--- src/urt_map.svh ---
// register addresses, field positions, reset values, last data bit and synchroniser depth of the
// serial port; assumes a byte-wide special-function-register port
`ifndef URT_MAP_SVH
`define URT_MAP_SVH
`define URT_ADDR_CTL 8'h98
`define URT_ADDR_DATA 8'h99
`define URT_CTL_RESET 8'h40
`define URT_DATA_RESET 8'h00
`define URT_BIT_MODE 7
`define URT_BIT_UNUSED 6
`define URT_BIT_MCE 5
`define URT_BIT_REN 4
`define URT_BIT_TB8 3
`define URT_BIT_RB8 2
`define URT_BIT_TI 1
`define URT_BIT_RI 0
`define URT_LAST_DATA_BIT 3'h7
`define URT_SYNC_STAGES 3
`endif

--- src/urt_pkg.sv ---
// types shared by the serial port files
// assumes nothing beyond a SystemVerilog compiler
package urt_pkg;
	typedef enum logic [2:0] {
		URT_TX_IDLE = 3'h0,
		URT_TX_START = 3'h1,
		URT_TX_DATA = 3'h3,
		URT_TX_NINTH = 3'h2,
		URT_TX_STOP = 3'h6
	} urt_tx_e;
	typedef enum logic [2:0] {
		URT_RX_IDLE = 3'h0,
		URT_RX_START = 3'h1,
		URT_RX_DATA = 3'h3,
		URT_RX_NINTH = 3'h2,
		URT_RX_STOP = 3'h6
	} urt_rx_e;
	typedef struct packed {
		logic wr;
		logic rd;
		logic [7:0] addr;
		logic [7:0] wdata;
	} urt_sfr_s;
endpackage

--- src/urt_serial_port.sv ---
// full-duplex asynchronous serial port, 8-bit and 9-bit frames
// assumes baud_tick is a one-cycle timer overflow pulse on sys_clk and a
// processor register port of one access per cycle
`include "urt_map.svh"

// What this block does
// RULE_01: control bit 7 selects 8-bit frames when clear, 9-bit when set.
// RULE_02: 8-bit frame: start, eight data bits LSB first, stop; ten bits.
// RULE_03: 9-bit frame: start, eight data bits, ninth bit, stop; eleven bits.
// RULE_04: ninth transmit bit is sent in 9-bit mode only.
// RULE_05: writing the data buffer loads the shifter and starts a frame.
// RULE_06: transmit flag sets at the start of the stop bit.
// RULE_07: frames are received only while receive enable is set.
// RULE_08: 8-bit mode stores byte and stop bit if flag clear; multiprocessor needs stop one.
// RULE_09: 9-bit mode stores byte and ninth bit; multiprocessor needs ninth one.
// RULE_10: failed acceptance leaves latch, ninth bit and flag untouched.
// RULE_11: on overrun the earlier byte stays and the new frame is lost.
// RULE_12: interrupt request follows either flag while interrupts are enabled.
// RULE_13: hardware never clears the flags; software writes zero.
// RULE_14: receive flag sets when the stop bit is sampled.
// RULE_15: control bit 6 reads one and ignores writes.
// RULE_16: a master sends addresses with ninth bit one, data with zero.
// RULE_17: bit period is two timer overflow ticks, for both directions.
// RULE_18: receive bit timer restarts on the start edge.
// RULE_19: reading the data buffer returns the receive latch only.
// RULE_20: line is synchronised, sampled mid-bit; a short start is dropped.
module urt_serial_port
	import urt_pkg::*;
(
	input wire logic sys_clk,
	input wire logic resetn,
	input wire urt_sfr_s sfr_req,
	output logic [7:0] sfr_rdata,
	input wire logic baud_tick,
	input wire logic port_int_enable,
	input wire logic serial_in_pin,
	output logic serial_out_pin,
	output logic irq
);
	logic mode_q;
	logic mce_q;
	logic ren_q;
	logic tb8_q;
	logic rb8_q;
	logic ti_q;
	logic ri_q;
	logic [7:0] rx_latch_q;
	logic [7:0] rdata_q;
	logic irq_q;
	urt_tx_e tx_state_q;
	logic [7:0] tx_sh_q;
	logic [2:0] tx_cnt_q;
	logic tx_ph_q;
	logic tx_out_q;
	urt_rx_e rx_state_q;
	logic [7:0] rx_sh_q;
	logic [2:0] rx_cnt_q;
	logic rx_ph_q;
	logic rx_bit9_q;
	logic rx_prev_q;
	logic rx_lvl;

	wire ctl_wr = sfr_req.wr && (sfr_req.addr == `URT_ADDR_CTL);
	wire data_wr = sfr_req.wr && (sfr_req.addr == `URT_ADDR_DATA);
	wire [7:0] ctl_view = {mode_q, 1'b1, mce_q, ren_q, tb8_q, rb8_q, ti_q,
		ri_q}; // RULE_15
	wire [7:0] rd_sel = (sfr_req.addr == `URT_ADDR_CTL) ? ctl_view :
		(sfr_req.addr == `URT_ADDR_DATA) ? rx_latch_q : 8'h00; // RULE_19
	// a bit ends on every second overflow tick
	wire tx_bit_end = baud_tick && tx_ph_q; // RULE_17
	wire rx_sample = baud_tick && !rx_ph_q; // RULE_17
	wire tx_set_ti = tx_bit_end && ((tx_state_q == URT_TX_NINTH) ||
		((tx_state_q == URT_TX_DATA) && (tx_cnt_q == `URT_LAST_DATA_BIT) &&
		!mode_q)); // RULE_06
	wire rx_stop_smp = rx_sample && (rx_state_q == URT_RX_STOP) && ren_q;
	wire rx_ninth = mode_q ? rx_bit9_q : rx_lvl; // RULE_08 RULE_09
	wire rx_accept = rx_stop_smp && !ri_q && (!mce_q || rx_ninth); // RULE_10
	wire start_edge = (rx_state_q == URT_RX_IDLE) && ren_q && rx_prev_q &&
		!rx_lvl; // RULE_07

	urt_pin_sync u_rx_sync (
		.sys_clk(sys_clk),
		.resetn(resetn),
		.pin_in(serial_in_pin),
		.level_q(rx_lvl)
	); // RULE_20

	// control register; a hardware set beats a software clear of a flag
	always_ff @(posedge sys_clk or negedge resetn) begin
		if (!resetn) begin
			mode_q <= 1'b0;
			mce_q <= 1'b0;
			ren_q <= 1'b0;
			tb8_q <= 1'b0;
			rb8_q <= 1'b0;
			ti_q <= 1'b0;
			ri_q <= 1'b0;
		end else begin
			if (ctl_wr) begin
				mode_q <= sfr_req.wdata[`URT_BIT_MODE]; // RULE_01
				mce_q <= sfr_req.wdata[`URT_BIT_MCE];
				ren_q <= sfr_req.wdata[`URT_BIT_REN];
				tb8_q <= sfr_req.wdata[`URT_BIT_TB8];
			end
			if (rx_accept) begin
				rb8_q <= rx_ninth; // RULE_08 RULE_09
			end else if (ctl_wr) begin
				rb8_q <= sfr_req.wdata[`URT_BIT_RB8];
			end
			ti_q <= tx_set_ti | (ctl_wr ? sfr_req.wdata[`URT_BIT_TI] : ti_q); // RULE_13
			ri_q <= rx_accept | (ctl_wr ? sfr_req.wdata[`URT_BIT_RI] : ri_q); // RULE_14
		end
	end

	always_ff @(posedge sys_clk or negedge resetn) begin
		if (!resetn) begin
			rdata_q <= `URT_DATA_RESET;
			irq_q <= 1'b0;
			rx_latch_q <= `URT_DATA_RESET;
		end else begin
			if (sfr_req.rd) begin
				rdata_q <= rd_sel;
			end
			irq_q <= (ti_q || ri_q) && port_int_enable; // RULE_12
			if (rx_accept) begin
				rx_latch_q <= rx_sh_q; // RULE_11
			end
		end
	end

	// transmitter; a write while busy restarts the frame with the new byte
	always_ff @(posedge sys_clk or negedge resetn) begin
		if (!resetn) begin
			tx_state_q <= URT_TX_IDLE;
			tx_sh_q <= `URT_DATA_RESET;
			tx_cnt_q <= 3'h0;
			tx_ph_q <= 1'b0;
			tx_out_q <= 1'b1;
		end else if (data_wr) begin
			tx_state_q <= URT_TX_START; // RULE_05
			tx_sh_q <= sfr_req.wdata;
			tx_cnt_q <= 3'h0;
			tx_ph_q <= 1'b0;
			tx_out_q <= 1'b0;
		end else begin
			tx_ph_q <= tx_ph_q ^ baud_tick;
			if (tx_bit_end) begin
				unique case (tx_state_q)
					URT_TX_IDLE: begin
						tx_out_q <= 1'b1;
					end
					URT_TX_START: begin
						tx_state_q <= URT_TX_DATA;
						tx_out_q <= tx_sh_q[0]; // RULE_02
					end
					URT_TX_DATA: begin
						if (tx_cnt_q != `URT_LAST_DATA_BIT) begin
							tx_sh_q <= tx_sh_q >> 1;
							tx_out_q <= tx_sh_q[1];
							tx_cnt_q <= tx_cnt_q + 3'h1;
						end else if (mode_q) begin
							tx_state_q <= URT_TX_NINTH; // RULE_03
							tx_out_q <= tb8_q; // RULE_04
						end else begin
							tx_state_q <= URT_TX_STOP; // RULE_02
							tx_out_q <= 1'b1;
						end
					end
					URT_TX_NINTH: begin
						tx_state_q <= URT_TX_STOP;
						tx_out_q <= 1'b1;
					end
					URT_TX_STOP: begin
						tx_state_q <= URT_TX_IDLE;
						tx_out_q <= 1'b1;
					end
					default: begin
						tx_state_q <= URT_TX_IDLE;
						tx_out_q <= 1'b1;
					end
				endcase
			end
		end
	end

	// receiver; only two ticks per bit, so mid-bit is one tick after the edge
	always_ff @(posedge sys_clk or negedge resetn) begin
		if (!resetn) begin
			rx_state_q <= URT_RX_IDLE;
			rx_sh_q <= `URT_DATA_RESET;
			rx_cnt_q <= 3'h0;
			rx_ph_q <= 1'b0;
			rx_bit9_q <= 1'b0;
			rx_prev_q <= 1'b1;
		end else begin
			rx_prev_q <= rx_lvl;
			rx_ph_q <= rx_ph_q ^ baud_tick;
			if (!ren_q) begin
				rx_state_q <= URT_RX_IDLE; // RULE_07
			end else if (start_edge) begin
				rx_state_q <= URT_RX_START;
				rx_ph_q <= 1'b0; // RULE_18
				rx_cnt_q <= 3'h0;
			end else if (rx_sample) begin
				unique case (rx_state_q)
					URT_RX_IDLE: begin
						rx_cnt_q <= 3'h0;
					end
					URT_RX_START: begin
						rx_state_q <= rx_lvl ? URT_RX_IDLE : URT_RX_DATA; // RULE_20
					end
					URT_RX_DATA: begin
						rx_sh_q <= {rx_lvl, rx_sh_q[7:1]};
						rx_cnt_q <= rx_cnt_q + 3'h1;
						if (rx_cnt_q == `URT_LAST_DATA_BIT) begin
							rx_state_q <= mode_q ? URT_RX_NINTH : URT_RX_STOP;
						end
					end
					URT_RX_NINTH: begin
						rx_bit9_q <= rx_lvl; // RULE_09
						rx_state_q <= URT_RX_STOP;
					end
					URT_RX_STOP: begin
						rx_state_q <= URT_RX_IDLE; // RULE_14
					end
					default: begin
						rx_state_q <= URT_RX_IDLE;
					end
				endcase
			end
		end
	end

	assign sfr_rdata = rdata_q;
	assign serial_out_pin = tx_out_q;
	assign irq = irq_q;
endmodule

--- src/urt_pin_sync.sv ---
// three-stage synchroniser with agreement filter for an asynchronous pin
// assumes the pin idles high after reset
module urt_pin_sync (
	input wire logic sys_clk,
	input wire logic resetn,
	input wire logic pin_in,
	output logic level_q
);
	logic s1_q;
	logic s2_q;
	logic s3_q;
	always_ff @(posedge sys_clk or negedge resetn) begin
		if (!resetn) begin
			s1_q <= 1'b1;
			s2_q <= 1'b1;
			s3_q <= 1'b1;
			level_q <= 1'b1;
		end else begin
			s1_q <= pin_in;
			s2_q <= s1_q;
			s3_q <= s2_q;
			// a change counts only once two settled stages agree
			if (s2_q == s3_q) begin
				level_q <= s3_q;
			end
		end
	end
endmodule

--- config.mk ---
export PLATFORM = sky130hd
export DESIGN_NAME = urt_serial_port
export DESIGN_NICKNAME = d
export VERILOG_FILES = /design/src/urt_pkg.sv /design/src/urt_serial_port.sv /design/src/urt_pin_sync.sv
export VERILOG_INCLUDE_DIRS = /design/src
export SDC_FILE = /design/constraint.sdc
export NUM_CORES = 1
export LEC_CHECK = 0
export BUFFER_PORTS_ARGS = -buffer_cell sky130_fd_sc_hd__buf_2
export CELL_PAD_IN_SITES_DETAIL_PLACEMENT = 0
export CELL_PAD_IN_SITES_GLOBAL_PLACEMENT = 1
export CORE_MARGIN = 2
export CORE_UTILIZATION = 37
export DETAILED_ROUTE_END_ITERATION = 16
export PLACE_DENSITY_LB_ADDON = 0.1
export SETUP_SLACK_MARGIN = 0.02
export SLEW_MARGIN = 20
export SYNTH_ARGS = -nofsm -noshare
export SYNTH_HDL_FRONTEND = slang
export SYNTH_SLANG_ARGS = --single-unit
--- constraint.sdc ---
create_clock -name sys_clk -period 2.4 [get_ports sys_clk]
set_clock_uncertainty 0.1 [all_clocks]
set_input_delay 0.72 -clock sys_clk [delete_from_list [all_inputs] [get_ports sys_clk]]
set_output_delay 0.72 -clock sys_clk [all_outputs]
set_load 0.005 [all_outputs]
# Yosys cells after proc, flatten, opt, wreduce, memory -nomap -nowiden
# Cells that the tools add are included.
# word_totals
ff_bits,61
latch_bits,0
mem_bits_rw,0
romBits,0
in_bits,23
output_inout_bits,10
elab_cells,124
memories,0
# op_classes
addsub,2
n_mul,0
div_mod_pow,0
magnitude_cmp,0
eq_ne,18
n_shift,0
muxes,37
n_bitwise,5
reduce_logical,37
# ops
cell,count
$mux 8,6
$mux 3,14
$pmux 3 s4,2
$eq 8x8->1 const B,2
$logic_and 1x1->1,15
$eq 3x2->1 const B,4
$mux 1,12
$reduce_and 3->1,4
$reduce_bool 2->1,5
$eq 3x3->1 const B,3
$ne 3x3->1 const B,3
$reduce_and 4->1,2
$add 3x1->3 const B,2
$eq 3x1->1 const B,2
$logic_not 3->1,2
$pmux 3 s2,1
$logic_not 1->1,5
$ne 4x4->1 const B,1
$logic_or 1x1->1,3
$ne 3x1->1 const B,1
$reduce_bool 3->1,1
$mux 2,1
$ne 2x2->1 const B,1
$or 1x1->1,2
other kinds (4),5

# Logic depth before layout (Yosys ltp)
# Gate-level depths: netlist of run 1.
# depth
word_depth,7
ltp_mapped,6
mapped_depth_nobuf,6

# Hierarchy
# Synthesis of run 1 repeated with hierarchy kept, for this count alone.
# unflattened
cells_unflattened,220
hier_area_um2,2670.1
# modules_own_cells
module,n_inst,cells_each,area_per_inst_um2,seq_area_each_um2
urt_serial_port,1,215,2553.7,1428.9
urt_pin_sync,1,5,116.4,105.1

# Least setup slack after synthesis of run 1
# OpenSTA, ideal clock, no wires.
# synth_timing
path_type,input to register
from,in baud_tick
to,reg rx_latch_q[0]
setup_ps,125
arrival_time_ps,1931
t_required_ps,2175
path_slack_ps,244
cell_stages,5
n_path_buf,1
cell_sequence,ha_1 clkbuf_1 and4_1 a21boi_4 mux2_2
# synth_via
elab_chain_len,5
# synth_rtl
element,line_no,source
start: declaration,urt_serial_port.sv:34,"input wire logic baud_tick,"
$logic_and 1x1->1,urt_serial_port.sv:71,wire rx_sample = baud_tick && !rx_ph_q;
$logic_and 1x1->1 (2 in series),urt_serial_port.sv:75,wire rx_stop_smp = rx_sample && (rx_state_q == URT_RX_STOP) && ren_q;
$logic_and 1x1->1 (2 in series),urt_serial_port.sv:77,wire rx_accept = rx_stop_smp && !ri_q && (!mce_q || rx_ninth);
end signal: assignment,urt_serial_port.sv:119,rx_latch_q <= `URT_DATA_RESET;
end signal: assignment,urt_serial_port.sv:126,rx_latch_q <= rx_sh_q;
end: declaration,urt_serial_port.sv:47,logic [7:0] rx_latch_q;
# Every way passes these cells.
# A chain may end at the register's enable or synchronous reset.

# Worst setup path in the final report of run 1
# layout_timing
from,reg tx_cnt_q[0]
to,reg tx_sh_q[0]
# layout_via
elab_chain_len,3
# layout_rtl
element,line_no,source
start: declaration,urt_serial_port.sv:52,logic [2:0] tx_cnt_q;
start signal: assignment,urt_serial_port.sv:160,tx_cnt_q <= tx_cnt_q + 3'h1;
$ne 3x3->1 (no source line),--,
$reduce_bool 2->1 (no source line),--,
$reduce_and 3->1 (no source line),--,
end signal: assignment,urt_serial_port.sv:135,tx_sh_q <= `URT_DATA_RESET;
end signal: assignment,urt_serial_port.sv:141,tx_sh_q <= sfr_req.wdata;
end signal: assignment,urt_serial_port.sv:158,tx_sh_q <= tx_sh_q >> 1;
end: declaration,urt_serial_port.sv:51,logic [7:0] tx_sh_q;
# Every way passes these cells.

==> results of run 1 <==
## synthesized netlist by cell type (all sizes together), types with 2 or more instances
cell type   n  share of area
a221o       7          0.029
nor2b       3         0.0078
a21oi      13          0.024
nand2       7         0.0096
xnor2       2         0.0064
nand3       4         0.0073
buf         3         0.0087
and2        2         0.0055
and2b       7          0.019
clkbuf      5         0.0069
a211oi      2         0.0055
nand4b      3          0.012
o21ai      11          0.020
inv        10          0.014
a22o        2         0.0064
dfstp       6          0.058
nor2       15          0.021
dfrtp      55           0.50
nand2b      3         0.0069
ha          6          0.027
a31oi       2         0.0046
mux2       19          0.078
mux2i      13          0.048
nand4       2         0.0069
and3        2         0.0055
## logic make-up after synthesis
group,Yosys count
simple gates,55
buf+inv,18
fa+ha+maj,7
flops,61
xor+xnor,2
compound gates,43
mux,32
## per-layer routing
metal	track usage	up-vias	routed length [um]
met4	0.0526	0	40
met2	0.206	36	2340
met5	0	-	0
met1	0.232	881	2890
met3	0.0511	4	243
li1	-	877	-
## through the flow
step,worst slack [ns],cells,util
floorplan,0.244,218,-
global placement,0.251,350,0.424
detailed placement,0.212,350,0.424
CTS,0.467,366,0.450
global route,0.338,366,0.450
finish,0.482,366,0.450
## final cells by class
class / instances / area [um^2]
timing repair buffer: 41 / 240
tap: 99 / 124
sequential: 61 / 1530
multi-input combinational: 139 / 1120
clock inverter: 4 / 47.5
inverter: 10 / 37.5
clock buffer: 12 / 145
fill: 714 / 3970
## path summary, 6_finish.rpt
kind,from,cells after the start,slack [ns],to
max in group asynchronous,resetn,2,1.33,rx_state_q[2]
min reg2reg,u_rx_sync.s1_q,0,0.26,u_rx_sync.s2_q
max reg2reg,tx_cnt_q[0],6,0.48,tx_sh_q[0]
max,tx_cnt_q[0],6,0.48,tx_sh_q[0]
min in group sys_clk,u_rx_sync.s1_q,0,0.26,u_rx_sync.s2_q
min,resetn,1,0.22,sfr_rdata[7]
## state kept, by name, indices dropped and copies added, names as in the netlist, 3 cells and up
register,cells
tx_sh_q,8
rx_state_q,3
tx_cnt_q,3
sfr_rdata,8
rx_cnt_q,3
rx_latch_q,8
tx_state_q,3
rx_sh_q,8
## power by group
part	internal [mW]	leakage, nW	switching, mW
Clock	0.505	0.0964	0.384
Sequential	1.12	0.816	0.0629
Combinational	0.119	0.732	0.119
Total	1.74	1.64	0.566
## cell usage in the layout, fill, tap and decap left out, drive strengths merged, types with 3 or more instances in the layout
cell,n
ha,6
dfstp,6
clkbuf,12
o21ai,11
dfrtp,55
buf,41
nand2,7
nor2b,3
inv,10
nor2,15
a221o,7
and2b,7
mux2i,13
a21oi,13
nand3,4
nand2b,3
nand4b,3
mux2,19
## critical path: cells and delay by family, from the launching register on
| kind | cells | cell delay [ns] |
|---|---|---|
| simple gates | 1 | 0.31 |
| fa+ha+maj | 2 | 0.47 |
| flops | 1 | 0.39 |
| compound gates | 1 | 0.08 |
| buf+inv | 1 | 0.24 |
| mux | 1 | 0.21 |
==> flow_metrics.tcl, run 1 <==
set metrics [dict create \
    slew_viol_final 0 \
    cp_max_fo 8 \
    drive_above_1_share 0.371 \
    drc 0 \
    hold_class "primary input to async pin" \
    worst_pin_slew_ns 0.439 \
    fp.dieH_um 90.0 \
    cpMaxStageDelayCell "dfrtp_1" \
    drt_iter0_drc 78 \
    die_area_mm2 0.00810 \
    netlist_area_mm2 0.00274 \
    worstPathCellList "ha_1 > ha_1 > nor4b_2 > buf_4 > mux2i_1 > a21oi_1" \
    leakage_nw 1.64 \
    initial_core_util 0.379 \
    core_area_mm2 0.00721 \
    cts_tree "yes" \
    ys_types 45 \
    required_ns 2.51 \
    synthMuxAreaShare 0.126 \
    yosysWarnings 0 \
    routabilityCongestion 0.713 \
    cp.arrival_ns 2.03 \
    startpoint_type "flop" \
    synthSimpleGateAreaFrac 0.136 \
    power_density_mw_per_mm2 710 \
    setup_viol 0 \
    cp_slowest_stage_delay_ns 0.39 \
    synth_nets 247 \
    setup_tns_ns 0 \
    n_antenna_cell 0 \
    end_kind "flop" \
    cts_buffers 9 \
    syn_inst 218 \
    grt_pass1_wl_um 9700 \
    via_per_inst 4.91 \
    htreeDepth 3 \
    dpl.hpwl_um 4020 \
    crit_type "flop to flop" \
    ys_seq_area_frac 0.561 \
    wl_per_cell_um 15.1 \
    vias 1798 \
    holdBufCountCts 0 \
    clk_pin_slew_ns 0.07 \
    overflow 0 \
    synth_edf_count 0 \
    synth_xor_xnor_area_share 0.00640 \
    postSynthAreaPerCell_um2 12.5 \
    wl_um 5520 \
    antenna_found_initial 0 \
    grtUsageTotal 0.154 \
    total_power_mw 2.31 \
    status "completed" \
    grt_pass1_vias 1837 \
    synth_top_family_by_area "simple AND/OR/NAND/NOR gates" \
    relSlewSlack 0.707 \
    fin_crit_sh 0.799 \
    final_nets 291 \
    clock.fmax_mhz 521 \
    io-pin-count 33 \
    numClockSinks 61 \
    clockBufferDepth 2 \
    hold_ws_ns 0.220 \
    row_count 31 \
    areaGrowthSynthToFinish_pct 18.8 \
    maxCapViolations 0 \
    post_cts_buffers 0 \
    place_area_mm2 0.00306 \
    cp_common_cell "ha_1" \
    peakVddDrop_v 0.000274 \
    rsz0062_at_grt "false" \
    clk_latency_ns 0.33 \
    ant_nets 0 \
    min_period_ns 1.92 \
    final_cell_area_mm2 0.00325 \
    ys_ff_latch 61 \
    async_flop_share 1.00 \
    synthAdderAreaFrac 0.0311 \
    drtPass1Iterations 4 \
    portBuffers 32 \
    clock-root-buffer "clkbuf_8" \
    synth-main-ff-cell "dfrtp_1" \
    synth_compound_area_frac 0.111 \
    die_w_um 90.0 \
    grt_max_degree 25 \
    hold_viol 0 \
    post_cts_resized 0 \
]
No activity file was read; power rests on OpenSTA's default activity.
==> run 2: changes to the inputs <==
clock period = 1.67 ns   (was 2.4 ns; I/O delays follow)
==> run 2 against run 1 <==
  * Final area rose by 9.7%
  * Largest cell class unchanged
  * Critical path depth fell by 1
  * The flow now finishes with violations (negative setup slack)
  * Clock power rose by 78%
  * Largest power group unchanged
==> flow_metrics.tcl, run 2 (synthesis gave the netlist of run 1 again) <==
set metrics [dict create \
    status "finished with violations" \
    failed_checks "negative setup slack" \
    rsz0062_at_grt "true" \
    numClockSinks 61 \
    peakVddDrop_v 0.000449 \
    netSwitchingFraction 0.235 \
    clock.fmax_mhz 588 \
    dp_cells 360 \
    clkPwrFrac 0.427 \
    fin_crit_sh 1.02 \
    setup_ws_ns -0.0300 \
    die_w_um 90.0 \
    vias 1836 \
    comb_power_share 0.116 \
    overflow 0 \
    via_per_inst 4.83 \
    final_common_cell "dfrtp_1" \
    grtUsageTotal 0.153 \
    row_count 31 \
    hold_ws_ns 0.0578 \
    hold_class "primary input to async pin" \
    routabilityCongestion 0.682 \
    cpMaxStageDelayCell "dfrtp_1" \
    hold_viol 0 \
    areaGrowthSynthToFinish_pct 30.4 \
    worst_pin_slew_ns 0.370 \
    setup_tns_ns -0.123 \
    antenna_found_initial 0 \
    ant_nets 0 \
    drc 0 \
    seqPwrFrac 0.458 \
    place_area_mm2 0.00327 \
    final_cell_area_mm2 0.00357 \
    setup_viol 9 \
    required_ns 1.79 \
    dpl.hpwl_um 3990 \
    clock-root-buffer "clkbuf_8" \
    total_power_mw 3.70 \
    cp_max_fo 4 \
    grt_pass1_vias 1863 \
    cp_top_family "flip-flops" \
    p_sw_mw 0.867 \
    wl_um 5720 \
    die_area_mm2 0.00810 \
    clk_latency_ns 0.34 \
    clk_pin_slew_ns 0.07 \
    pre_cts_ws_ns -0.227 \
    initial_core_util 0.379 \
    maxCapViolations 0 \
    grt_max_degree 62 \
    fp.dieH_um 90.0 \
    min_period_ns 1.70 \
    end_kind "flop" \
    portBuffers 32 \
    slew_viol_final 0 \
    cts_tree "yes" \
    relSlewSlack 0.753 \
    wl_per_cell_um 15.1 \
    path_buf_inv 1 \
    stdcell_count 380 \
    startpoint_type "flop" \
    drtPass1Iterations 4 \
    layout_common_cells "55 x dfrtp_1, 32 x buf_2, 17 x buf_4, 15 x nor2_1" \
    leakage_nw 1.79 \
    cts_buffers 9 \
    grt_pass1_wl_um 9630 \
    n_antenna_cell 0 \
    htreeDepth 3 \
    drt_iter0_drc 78 \
    drive_above_1_share 0.438 \
    core_area_mm2 0.00721 \
    cp.arrival_ns 1.82 \
    power_density_mw_per_mm2 1040 \
    worstPathCellList "nor2b_2 > and4_4 > a21boi_4 > clkbuf_16 > mux2_4" \
    cp_slowest_stage_delay_ns 0.39 \
    final_nets 305 \
    clockBufferDepth 2 \
    fin_util 0.494 \
    crit_type "flop to flop" \
    power.internal_mw 2.83 \
    io-pin-count 33 \
]
## run 2: changes by cell type in the layout (fill, tap and decap cells not counted), sizes merged
| cell | delta |
|---|---|
| buf | +13 |
| bufinv | +1 |
| clkbuf | +2 |
| clkinv | -1 |
| clkinvlp | -1 |
## run 2: power by group through the flow
stage                     sequential [mW]  clock (mW)  combinational, mW
after floorplan                      1.70           0              0.252
after global placement               1.72           0              0.423
after detailed placement             1.72           0              0.427
after CTS                            1.69        1.61              0.431
after global routing                 1.71        1.68              0.491
final                                1.69        1.58              0.428
## run 2: timing repair
action | CTS | global route
pin swaps | 1 | 2
resized for setup | 1 | 4
hold buffers | 0 | 0
hold endpoints to repair | 0 | 0
setup buffers | 0 | 3
cloned | 0 | 1
setup endpoints to repair | 17 | 19
## run 2: final timing paths
| check | cells past startpoint | from | slack (ns) | to |
|---|---|---|---|---|
| setup reg to reg | 5 | rx_state_q[0] | -0.03 | rx_latch_q[1] |
| min in group sys_clk | 1 | serial_in_pin | 0.16 | u_rx_sync.s1_q |
| setup / recovery | 5 | rx_state_q[0] | -0.03 | rx_latch_q[1] |
| hold reg to reg | 0 | u_rx_sync.s1_q | 0.27 | u_rx_sync.s2_q |
| hold / removal | 2 | resetn | 0.06 | tx_cnt_q[2] |
| max in group asynchronous | 2 | resetn | 1.08 | u_rx_sync.level_q |
## run 2: final cells by class
cell class	instances	area [um^2]
repair buffers	55	404
inverters	10	37.5
multi-input cells	139	1220
clock buffers	13	179
clock inverters	3	65.1
fillers	672	3650
well taps	99	124
flip-flops and latches	61	1530
## run 2: worst reg2reg max path, stage by stage, from the launching register on
cell and delay (ns):
dfrtp_1 0.39, nor2b_2 0.13, and4_4 0.23, a21boi_4 0.26, clkbuf_16 0.19, mux2_4 0.29
## run 2: layer usage
metal | up-vias | routed length (um) | GRT usage
met5 | - | 0 | 0
met4 | 0 | 122 | 0.0731
met3 | 11 | 222 | 0.0369
met2 | 32 | 2620 | 0.222
met1 | 895 | 2760 | 0.216
li1 | 898 | - | -
==> run 3: changes to the inputs <==
ABC_AREA = 1   (was default)
==> run 3 against run 2 <==
  * The run now ends clean
  * Synthesized area grew 8.1%
  * Cell count increased by 34%
  * Wire length grew 10%
  * Clock-buffer cell count shrank 3
  * Flip-flop and latch count unchanged
==> flow_metrics.tcl, run 3 <==
set metrics [dict create \
    vias 2393 \
    yosysMostFrequentCell "nand2_1" \
    min_period_ns 1.56 \
    grt_max_degree 30 \
    fin_util 0.466 \
    wl_per_cell_um 12.4 \
    cp_top_family "flip-flops" \
    final_nets 433 \
    cp_max_fo 2 \
    min_from "serial_in_pin" \
    clkPwrFrac 0.304 \
    n_antenna_cell 0 \
    grt_pass1_wl_um 11000 \
    antenna_found_initial 0 \
    cp_slowest_stage_delay_ns 0.53 \
    synth_top_cell_area_share 0.465 \
    setup_tns_ns 0 \
    total_power_mw 4.34 \
    cp.arrival_ns 0.96 \
    areaGrowthSynthToFinish_pct 21.7 \
    relSlewSlack 0.742 \
    ys_types 31 \
    dpl.hpwl_um 4650 \
    worst_pin_slew_ns 0.386 \
    clockBufferDepth 2 \
    clock.fmax_mhz 640 \
    synth_nets 377 \
    die_w_um 93.4 \
    setup_viol 0 \
    htreeDepth 3 \
    timing.rr.start "tx_cnt_q[0]" \
    slew_viol_final 0 \
    rsz0062_at_grt "false" \
    crit_type "flop to output port" \
    overflow 0 \
    drtPass1Iterations 4 \
    power.internal_mw 2.93 \
    yosysWarnings 0 \
    die_area_mm2 0.00873 \
    leakage_nw 1.89 \
    wl_um 6320 \
    hold_viol 0 \
    maxCapViolations 0 \
    cpMaxStageDelayCell "dfstp_2" \
    seq_area_mm2 0.00153 \
    routabilityCongestion 0.771 \
    async_flop_share 1.00 \
    peakVddDrop_v 0.000652 \
    initial_core_util 0.383 \
    fp.dieH_um 93.4 \
    startpoint_type "flop" \
    drc 0 \
    layout_common_cells "106 x nand2_1, 55 x dfrtp_1, 48 x nand3_1, 38 x inv_1, 32 x buf_2" \
    timing.rr.end "tx_state_q[0]" \
    cts_tree "yes" \
    netlist_area_mm2 0.00296 \
    required_ns 1.07 \
    ys_seq_area_frac 0.519 \
    path_buf_inv 1 \
    worstPathCellList "buf_2" \
    hold_end "u_rx_sync.s1_q" \
    p_sw_mw 1.41 \
    ant_nets 0 \
    grt_pass1_vias 2307 \
    drt_iter0_drc 142 \
    final_common_cell "nand2_1" \
    synth-main-ff-cell "dfrtp_1" \
    ys_top_cells_by_count "106 x nand2_1, 55 x dfrtp_1, 48 x nand3_1" \
    clock-root-buffer "clkbuf_8" \
    power_density_mw_per_mm2 1200 \
    fin_crit_sh 0.936 \
    fill_cells 780 \
    hold_ws_ns 0.159 \
    grtUsageTotal 0.161 \
    core_area_mm2 0.00773 \
    cts_buffers 9 \
    reg2reg_slack_ns 0.13 \
    reg2reg_depth 8 \
    syn_inst 348 \
    comb_power_share 0.223 \
    dp_cells 492 \
    status "completed" \
    synth_area_leaders "dfrtp_1 47%, nand2_1 13%, nand3_1 8.1%, dfstp_2 5.3%, inv_1 4.8%" \
    ys_ff_latch 61 \
    end_kind "output port" \
    synth_edf_count 0 \
    row_count 32 \
    synth_top_area_cell "dfrtp_1" \
    hold_class "primary input to flop" \
    io-pin-count 33 \
    clk_latency_ns 0.33 \
    multiInputGateArea_mm2 0.00120 \
    holdPathStages 1 \
    drive_above_1_share 0.237 \
    stdcell_count 511 \
    postSynthAreaPerCell_um2 8.50 \
    seqPwrFrac 0.473 \
    numClockSinks 61 \
    netSwitchingFraction 0.324 \
    portBuffers 32 \
    clk_pin_slew_ns 0.07 \
    via_per_inst 4.68 \
]
## run 3: cell count changes after synthesis, sizes merged, moves of 13 or more
| cell | delta |
|---|---|
| o21ai | +19 |
| nand3 | +48 |
| inv | +32 |
| mux2 | -19 |
| mux2i | -13 |
| nand2 | +102 |
## run 3: power groups by stage
stage	logic (mW)	registers (mW)	clock network (mW)
final	0.969	2.05	1.32
after global routing	1.17	2.09	1.43
after CTS	0.984	2.05	1.37
after detailed placement	0.975	2.07	0
after global placement	0.975	2.08	0
after floorplan	0.733	1.99	0
## run 3: kinds of logic (layout without fill, tap and decap cells)
group                      after synthesis  after routing  synth area share
and+or+nand+nor                        192            192             0.300
DFF                                     61             61             0.519
AOI/OAI and AO/OA                       39             39            0.0757
buffers and inverters                   49            110            0.0766
adders and majority gates                7              7            0.0288
## run 3: area by class of cell
type	count	share of cell area
Inverter	42	0.0445
Clock inverter	6	0.0174
Tap cell	102	0.0354
Sequential cell	61	0.426
Multi-Input combinational cell	238	0.333
Timing Repair Buffer	52	0.105
Clock buffer	10	0.0382
## run 3: layer usage
layer / share of wire / routed length, um / vias to the layer above / GRT usage
met5: 0 / 0 / - / 0
met4: 0.0081 / 51 / 0 / 0.0625
met3: 0.030 / 190 / 4 / 0.0403
met2: 0.47 / 2970 / 28 / 0.242
met1: 0.49 / 3100 / 1130 / 0.224
li1: - / - / 1231 / -
## run 3: worst max path at each step
stage              startpoint             end  slack, ns  cells after the start
2_1_floorplan       baud_tick           rb8_q       0.11                      7
3_3_place_gp        baud_tick   tx_state_q[0]      -0.05                      8
3_5_place_dp        baud_tick   rx_latch_q[5]      -0.05                      8
4_1_cts           tx_cnt_q[0]      tx_sh_q[1]       0.08                      7
5_1_grt           tx_cnt_q[0]   tx_state_q[0]       0.02                      8
6_report       serial_out_pin  serial_out_pin       0.11                      1
## run 3: what timing repair did
item                                    CTS  global route
hold buffers                              1             0
endpoints found under the setup margin    0            11
buffers inserted                          0             2
resized for setup                         0             2
hold endpoints to repair                 11             0
## run 3: stage by stage
stage               setup slack (ns)  area [um^2]
CTS                           0.0775         3580
floorplan                      0.109         2960
global route                  0.0215         3600
global placement             -0.0476         3370
finish                         0.108         3600
detailed placement           -0.0508         3370
